### src/verilog/timer_ctrl_pkg.sv
/*
 * Constants for the gated, prescaled timer control block: register map,
 * control field positions, reset values and prescaler terminal counts.
 * Assumes a 32-bit classic Wishbone master and a single 25 MHz clock.
 */
package timer_ctrl_pkg;

	// ****************************************************************
	// Register map
	// ****************************************************************
	localparam int          ADR_W        = 4;
	localparam logic [1:0]  WORD_CTRL    = 2'h0;
	localparam logic [1:0]  WORD_STATUS  = 2'h1;

	// ****************************************************************
	// Control register fields
	// ****************************************************************
	localparam int          RUN_BIT      = 15;
	localparam int          IDLE_BIT     = 13;
	localparam int          GATE_BIT     = 6;
	localparam int          PRE_HI       = 5;
	localparam int          PRE_LO       = 4;
	localparam int          PAIR_BIT     = 3;
	localparam int          SRC_BIT      = 1;
	localparam logic [15:0] CTRL_MASK    = 16'hA07A;
	localparam logic [15:0] CTRL_RESET   = 16'h0000;

	// ****************************************************************
	// Status register fields
	// ****************************************************************
	localparam int          ST_ACTIVE    = 0;
	localparam int          ST_GATE      = 1;
	localparam int          ST_WIDE      = 2;
	localparam int          ST_PRE_LO    = 8;
	localparam int          ST_PRE_HI    = 15;

	// ****************************************************************
	// Prescaler terminal counts
	// ****************************************************************
	localparam logic [1:0]  PRE_DIV1     = 2'h0;
	localparam logic [1:0]  PRE_DIV8     = 2'h1;
	localparam logic [1:0]  PRE_DIV64    = 2'h2;
	localparam logic [1:0]  PRE_DIV256   = 2'h3;
	localparam logic [7:0]  TERM_DIV1    = 8'h00;
	localparam logic [7:0]  TERM_DIV8    = 8'h07;
	localparam logic [7:0]  TERM_DIV64   = 8'h3F;
	localparam logic [7:0]  TERM_DIV256  = 8'hFF;

endpackage

### src/verilog/timer_ctrl.sv
/*
 * Timer control: Wishbone-reached control register, clock source and gate
 * selection, input prescaler and idle handling. Emits one count pulse per
 * prescaled timer clock to the counter that sits outside this block.
 * Assumes the peripheral clock enable comes from the doze divider on i_clk,
 * idle comes from the power manager on i_clk, and the pin is asynchronous.
 */
// The Wishbone slave port and the register offsets were chosen for this implementation.
`timescale 1ns/10ps
module timer_ctrl #(
	parameter bit                          HAS_EXT_PIN = 1'b1
) (
	input  wire logic                          i_clk,
	input  wire logic                          i_rst_b,
	input  wire logic                          i_wb_cyc,
	input  wire logic                          i_wb_stb,
	input  wire logic                          i_wb_we,
	input  wire logic [timer_ctrl_pkg::ADR_W-1:0] i_wb_adr,
	input  wire logic [3:0]                    i_wb_sel,
	input  wire logic [31:0]                   i_wb_dat,
	output      logic [31:0]                   o_wb_dat,
	output      logic                          o_wb_ack,
	input  wire logic                          i_periph_en,
	input  wire logic                          i_idle,
	input  wire logic                          i_ext_pin,
	output      logic                          o_count_tick,
	output      logic                          o_wide_mode,
	output      logic                          o_run_active
);
	import timer_ctrl_pkg::*;

	// ****************************************************************
	// State
	// ****************************************************************
	typedef struct packed {
		logic [15:0] ctrl;
		logic [2:0]  sync;
		logic        pin_level;
		logic [7:0]  pre_cnt;
		logic        tick;
		logic        wide;
		logic        active;
		logic        ack;
		logic [31:0] rdat;
	} state_s;

	state_s st_r;
	state_s st_nxt;

	logic        req;
	logic        wr_take;
	logic [1:0]  word;
	logic [15:0] wr_val;
	logic [15:0] wmask;
	logic        pin_stable;
	logic        pin_new;
	logic        ext_rise;
	logic        src_ext;
	logic        gate_on;
	logic        halted;
	logic        src_tick;
	logic [7:0]  term;
	logic [31:0] status;
	logic [31:0] rd_mux;

	// ****************************************************************
	// Next state
	// ****************************************************************
	always_comb begin
		st_nxt  = st_r;
		req     = i_wb_cyc & i_wb_stb;
		word    = i_wb_adr[ADR_W-1:2];
		wr_take = req & i_wb_we & st_r.ack;
		wmask   = {{8{i_wb_sel[1]}}, {8{i_wb_sel[0]}}} & CTRL_MASK;
		if (!HAS_EXT_PIN) begin
			wmask[SRC_BIT] = 1'b0;
		end
		wr_val = (st_r.ctrl & ~wmask) | (i_wb_dat[15:0] & wmask);

		// Pin: three flops, change accepted when second and third agree
		st_nxt.sync = {st_r.sync[1:0], i_ext_pin};
		pin_stable  = (st_r.sync[1] == st_r.sync[2]);
		pin_new     = pin_stable ? st_r.sync[2] : st_r.pin_level;
		st_nxt.pin_level = pin_new;
		ext_rise    = pin_new & ~st_r.pin_level;

		// Source selection and gating
		src_ext  = HAS_EXT_PIN & st_r.ctrl[SRC_BIT];
		gate_on  = st_r.ctrl[GATE_BIT] & ~src_ext;
		halted   = st_r.ctrl[IDLE_BIT] & i_idle;
		if (src_ext) begin
			src_tick = ext_rise;
		end else begin
			src_tick = i_periph_en & (~gate_on | st_r.pin_level);
		end

		unique case (st_r.ctrl[PRE_HI:PRE_LO])
			PRE_DIV1:   term = TERM_DIV1;
			PRE_DIV8:   term = TERM_DIV8;
			PRE_DIV64:  term = TERM_DIV64;
			PRE_DIV256: term = TERM_DIV256;
		endcase

		// Prescaler and count pulse
		st_nxt.tick   = 1'b0;
		st_nxt.active = st_r.ctrl[RUN_BIT] & ~halted;
		if (!st_r.ctrl[RUN_BIT]) begin
			st_nxt.pre_cnt = 8'h00;
		end else if (!halted && src_tick) begin
			if (st_r.pre_cnt >= term) begin
				st_nxt.pre_cnt = 8'h00;
				st_nxt.tick    = 1'b1;
			end else begin
				st_nxt.pre_cnt = st_r.pre_cnt + 8'h01;
			end
		end
		st_nxt.wide = st_r.ctrl[PAIR_BIT];

		// Wishbone slave
		status = 32'h0000_0000;
		status[ST_ACTIVE] = st_r.active;
		status[ST_GATE]   = st_r.pin_level;
		status[ST_WIDE]   = st_r.wide;
		status[ST_PRE_HI:ST_PRE_LO] = st_r.pre_cnt;
		unique case (word)
			WORD_CTRL:   rd_mux = {16'h0000, st_r.ctrl};
			WORD_STATUS: rd_mux = status;
			default:     rd_mux = 32'h0000_0000;
		endcase
		st_nxt.ack = req & ~st_r.ack;
		if (req && !st_r.ack) begin
			st_nxt.rdat = rd_mux;
		end
		if (wr_take && word == WORD_CTRL) begin
			st_nxt.ctrl = wr_val;
		end
	end

	// ****************************************************************
	// Registers
	// ****************************************************************
	always_ff @(posedge i_clk or negedge i_rst_b) begin
		if (!i_rst_b) begin
			st_r.ctrl      <= CTRL_RESET;
			st_r.sync      <= 3'h0;
			st_r.pin_level <= 1'b0;
			st_r.pre_cnt   <= 8'h00;
			st_r.tick      <= 1'b0;
			st_r.wide      <= 1'b0;
			st_r.active    <= 1'b0;
			st_r.ack       <= 1'b0;
			st_r.rdat      <= 32'h0000_0000;
		end else begin
			st_r <= st_nxt;
		end
	end

	assign o_wb_dat     = st_r.rdat;
	assign o_wb_ack     = st_r.ack;
	assign o_count_tick = st_r.tick;
	assign o_wide_mode  = st_r.wide;
	assign o_run_active = st_r.active;
endmodule

### config.mk
export PLATFORM = sky130hd
export DESIGN_NAME = timer_ctrl
export DESIGN_NICKNAME = d
export VERILOG_FILES = /design/src/verilog/timer_ctrl_pkg.sv /design/src/verilog/timer_ctrl.sv
export SDC_FILE = /design/constraint.sdc
export NUM_CORES = 1
export LEC_CHECK = 0
export ABC_CLOCK_PERIOD_IN_PS = 1980
export BUFFER_PORTS_ARGS = -buffer_cell sky130_fd_sc_hd__buf_2
export CAP_MARGIN = 20
export CORE_ASPECT_RATIO = 0.75
export CORE_MARGIN = 5
export CORE_UTILIZATION = 45
export CTS_BUF_LIST = sky130_fd_sc_hd__clkbuf_2 sky130_fd_sc_hd__clkbuf_4 sky130_fd_sc_hd__clkbuf_8
export CTS_CLUSTER_DIAMETER = 30
export DETAILED_ROUTE_END_ITERATION = 7
export GPL_TIMING_DRIVEN = 0
export MAX_ROUTING_LAYER = met4
export PLACE_DENSITY = 0.81
export SLEW_MARGIN = 20
export SYNTH_ARGS = -nofsm -noshare
export SYNTH_HDL_FRONTEND = slang
export SYNTH_SLANG_ARGS = --single-unit
### constraint.sdc
create_clock -name i_clk -period 1.98 [get_ports i_clk]
set_clock_uncertainty 0.15 [all_clocks]
set_input_delay 0.396 -clock i_clk [delete_from_list [all_inputs] [get_ports i_clk]]
set_output_delay 0.396 -clock i_clk [all_outputs]
set_load 0.02 [all_outputs]
== Word-level counts from Yosys, hierarchy flattened ==
Index checks and enable logic that the tools add are counted.

* Flip-flop bits (word level): 64
* Latch bits: 0
* Memory bits (writable): 0
* Memory bits (read-only): 0
* Bits of input ports: 48
* Output and inout bits: 36
* Logic and storage cells: 52
* Memories kept: 0

* Add/subtract/negate cells: 1
* Multiply operators: 0
* Div/mod/pow operators: 0
* Magnitude comparators: 1
* Equal/unequal tests: 6
* Shift-type cells: 0
* Mux-type cells: 9
* Bitwise gates (word level): 19
* Reductions and logical operators: 7

{| class="wikitable"
|+ Operators with widths
! operator !! count
|-
| 16-bit bitwise AND || 2
|-
| 16-bit case mux with 2 select lines || 1
|-
| 8-bit case mux with 4 select lines || 1
|-
| 8-bit two-way mux || 2
|-
| 16-bit inverter || 1
|-
| 16-bit OR || 1
|-
| 1-bit bitwise AND || 9
|-
| 9-bit two-way mux || 1
|-
| 8-bit by 1-bit adder with 8-bit output, second input constant || 1
|-
| 8-bit >= comparator || 1
|-
| 1-bit inverter || 5
|-
| 2-bit by 1-bit equality test with 1-bit output, second input constant || 2
|-
| 2-bit equality test, second input constant || 2
|-
| 2-bit logical NOT || 2
|-
| 1-bit two-way mux || 4
|-
| 1-bit logical AND || 3
|-
| 1-bit logical NOT || 2
|-
| 2-bit by 1-bit inequality test with 1-bit output, second input constant || 1
|-
| 1-bit equality test || 1
|-
| 1-bit OR || 1
|}

== Longest topological paths before layout ==
* Word-level depth: 9
* Depth in mapped cells: 7
* Mapped depth without buffers: 7

== Least setup slack after synthesis ==
OpenSTA, ideal clock, no wires.

* Path type: flip-flop to flip-flop
* Start point: reg (tool-made name)
* End point: reg st_r[38] (netlist bit)
* Library setup time: 0.080 ns
* Arrival time: 1.726 ns
* Required time: 1.750 ns
* Path slack: 0.024 ns
* Stages on the path, launching flop included: 8
* Path buffers: 0
* Period minus slack after synthesis: 1.956 ns
* Cell sequence: dfrtp_1 nand2_1 ha_1 a41oi_1 o21ai_1 nor3b_4 o21ai_2 o211ai_2

{| class="wikitable"
|+ RTL lines
! item !! RTL line !! RTL
|-
| end signal: assignment || timer_ctrl.sv:154 || <nowiki>st_r <= st_nxt;</nowiki>
|-
| end: declaration || timer_ctrl.sv:47 || <nowiki>state_s st_r;</nowiki>
|}

==> results by group <==
Pwr
  • Leakage: 1.37 nW
  • PD cells: 636 nW/µm²
  • VDD IR max: 521 µV

Global routing
  • Total global-route track usage: 17.1%
  • Initial antenna violation count: 0
  • Congestion Overflow GR: 0
  • First-pass GRT wire length: 7500 µm
  • Pin count of the biggest net entering global routing: 39
  • Vias in the first global route: 1614

Synth
  • Synth cell types: 37
  • Seq/Total Area, Yosys: 46.4%
  • Post-Syn Area per Cell: 9.72 µm²
  • Flops & latches, synth: 38
  • Syn Inst Count: 211
  • Synth Warn #: 0
  • Mapped Area: 2050 µm²

Placed design
  • HPWL Detailed: 3230 µm
  • IO buf count: 37
  • Placer Congestion: 0.870
  • Placed Area: 2370 µm²
  • Placed Cells: 321

Drt
  • Routed vias/inst: 4.92
  • DRT Wirelength: 4700 µm
  • First-pass iteration count of the detailed router: 4
  • Via count: 1668
  • DR DRC count: 0
  • DRT iter0 DRCs: 107
  • Final ANT Viol Nets: 0
  • DR WL/cell: 13.9 µm

STA
  • Final setup margin: -0.0535 ns
  • Crit path time final: 2.03 ns
  • Worst-margin pin slew: 0.839 ns
  • Final setup violating endpoints: 8
  • Unrepaired setup endpoints after global routing: true
  • Period utilisation layout: 103%
  • FMAX: 492 MHz
  • Slew margin rel.: 44.0%
  • Fin. max-slew vios: 0
  • Final Hold Vio Count: 0

Floorplan
  • Io pins: 84
  • Core area: 4440 µm²
  • Die Area: 6020 µm²
  • Rows: 21
  • Chip Height: 68.5 µm
  • Die width: 88.0 µm
  • Starting density of the core: 46.2%

Setup path
  • Startpoint types: register
  • Crit path to: st_r[38]$_DFFE_PN0P_
  • Critical Path End Type: register
  • FF-to-FF path depth: 8
  • Crit path max-delay cell type: dfrtp_2
  • Setup Crit Path Kind: reg2reg
  • CP Cell Sequence: nand2_4 -> ha_4 -> a41oi_2 -> o21ai_2 -> nor3b_4 -> o21ai_4 -> buf_12 -> o211ai_2
  • Critical Path Fanout Max: 6
  • Worst R2R Setup Slack: -0.05 ns
  • CP max stage delay: 0.48 ns
  • WP data arrival: 2.10 ns
  • WP data required: 2.05 ns
  • R2r endpoint: st_r[38]$_DFFE_PN0P_

Final layout
  • Most common cell after layout, fill and taps aside: nand2_1
  • # diodes: 0
  • Nets: 336
  • Commonest non-fill, non-tap cells in the layout: 48 x nand2_1, 38 x buf_4, 37 x buf_2, 36 x dfrtp_1, 17 x conb_1
  • Area delta synth->final: 30.0%
  • Layout cells sized above 1: 41.1%
  • Design area: 2670 µm²
  • Final std cells w/o fill: 339

CTS
  • H-tree Lvls: 2
  • Reg clk slew, reported paths: 0.07 ns
  • Cts bufs inserted: 5
  • Clk root buf: clkbuf_8
  • Worst-skew pair later-pin latency: 0.29 ns
  • CTS tree: yes
  • Longest Clk Path Bufs: 2
  • Clk sinks: 38

Worst hold path
  • Min-delay worst type: in2async

Flow run
  • Max cap viols: 0

Status
  • Violated checks: setup timing
  • Outcome: finished with violations
kinds of logic after synthesis:
family | Yosys count | synth area share, %
muxes | 7 | 3.84
xor gates and xnor gates | 1 | 0.427
and+or+nand+nor | 71 | 15.5
AOI/OAI and AO/OA | 42 | 15.2
other | 1 | 0.183
adders and majority gates | 8 | 4.76
buffers and inverters | 43 | 13.7
DFF | 38 | 46.4
worst min path at each step:
stage                              start                     end
floorplan                        i_rst_b               async pin
global placement    st_nxt[46]$_DFF_PN0_    st_nxt[47]$_DFF_PN0_
detailed placement  st_nxt[46]$_DFF_PN0_    st_nxt[47]$_DFF_PN0_
CTS                            i_ext_pin    st_nxt[46]$_DFF_PN0_
global route                   i_ext_pin    st_nxt[46]$_DFF_PN0_
finish                           i_rst_b  o_count_tick$_DFF_PN0_
critical path, delay by kind of cell, from the launching register on:
kind                       cells  cell delay [ns]
AOI/OAI and AO/OA              4             0.59
adders and majority gates      1             0.21
buffers and inverters          1             0.15
DFF                            1             0.48
and+or+nand+nor                2             0.38
cells in the mapped netlist, drive strengths merged:
cell type  count  area share [%]
a21boi         1            0.37
a21oi          2            0.67
a22oi          3             1.1
a2bb2oi        1            0.43
a41oi          1            0.43
buf           32              12
clkbuf         4            0.73
clkinv         1            0.18
conb           1            0.18
dfrtp         38              46
ha             7             4.3
inv            6             1.1
maj3           1            0.49
mux2           7             3.8
nand2         49             9.0
nand2b         1            0.31
nand3          2            0.49
nand4          1            0.31
nand4b         1            0.73
nor2           9             1.6
nor2b          3            0.92
nor3b          1            0.92
nor4           1            0.31
o211a          1            0.49
o211ai        10             4.9
o21a           1            0.37
o21ai         20             5.1
o21bai         1            0.37
o31ai          1             1.0
or2            3            0.92
xnor2          1            0.43
per-layer routing:
layer  vias up  GRT usage [%]  part of all wire [%]
met4         0           6.32                   1.1
li1        804              -                     -
met1       798           21.1                    43
met2        61           27.2                    49
met5         -              -                     0
met3         5           4.33                   6.9
stage by stage:
step	hold WS (ns)	setup TNS (ns)	power [mW]	util, %	worst slack (ns)
after global placement	0.185	-1.64	1.07	53.3	-0.228
after CTS	0.0537	-0.00871	1.69	59.0	-0.00871
after global routing	0.0502	-0.526	1.77	60.0	-0.0919
final	0.0526	-0.213	1.69	60.0	-0.0535
after detailed placement	0.190	-2.47	1.08	53.3	-0.342
after floorplan	-0.0496	0	1.00	-	0.0240
timing repair:
action / CTS / global route
endpoints found under the setup margin: 9 / 9
pin swaps: 8 / 5
resized for setup: 15 / 5
endpoints found under the hold margin: 0 / 0
buffers inserted: 9 / 1
hold buffers: 0 / 0
power breakdown:
part	internal, mW	switching [mW]	leakage, nW
logic	0.133	0.173	0.806
registers	0.803	0.0258	0.514
clock network	0.294	0.265	0.0517
total	1.23	0.464	1.37
layout make-up:
class,instances,area [µm²]
fillers,383,1770
multi-input cells,146,981
plain buffers,36,255
clock inverters,1,5.00
well taps,57,71.3
repair buffers,47,284
clock buffers,7,90.1
inverters,7,26.3
flip-flops and latches,38,953
(Power assumes the default switching activity.)
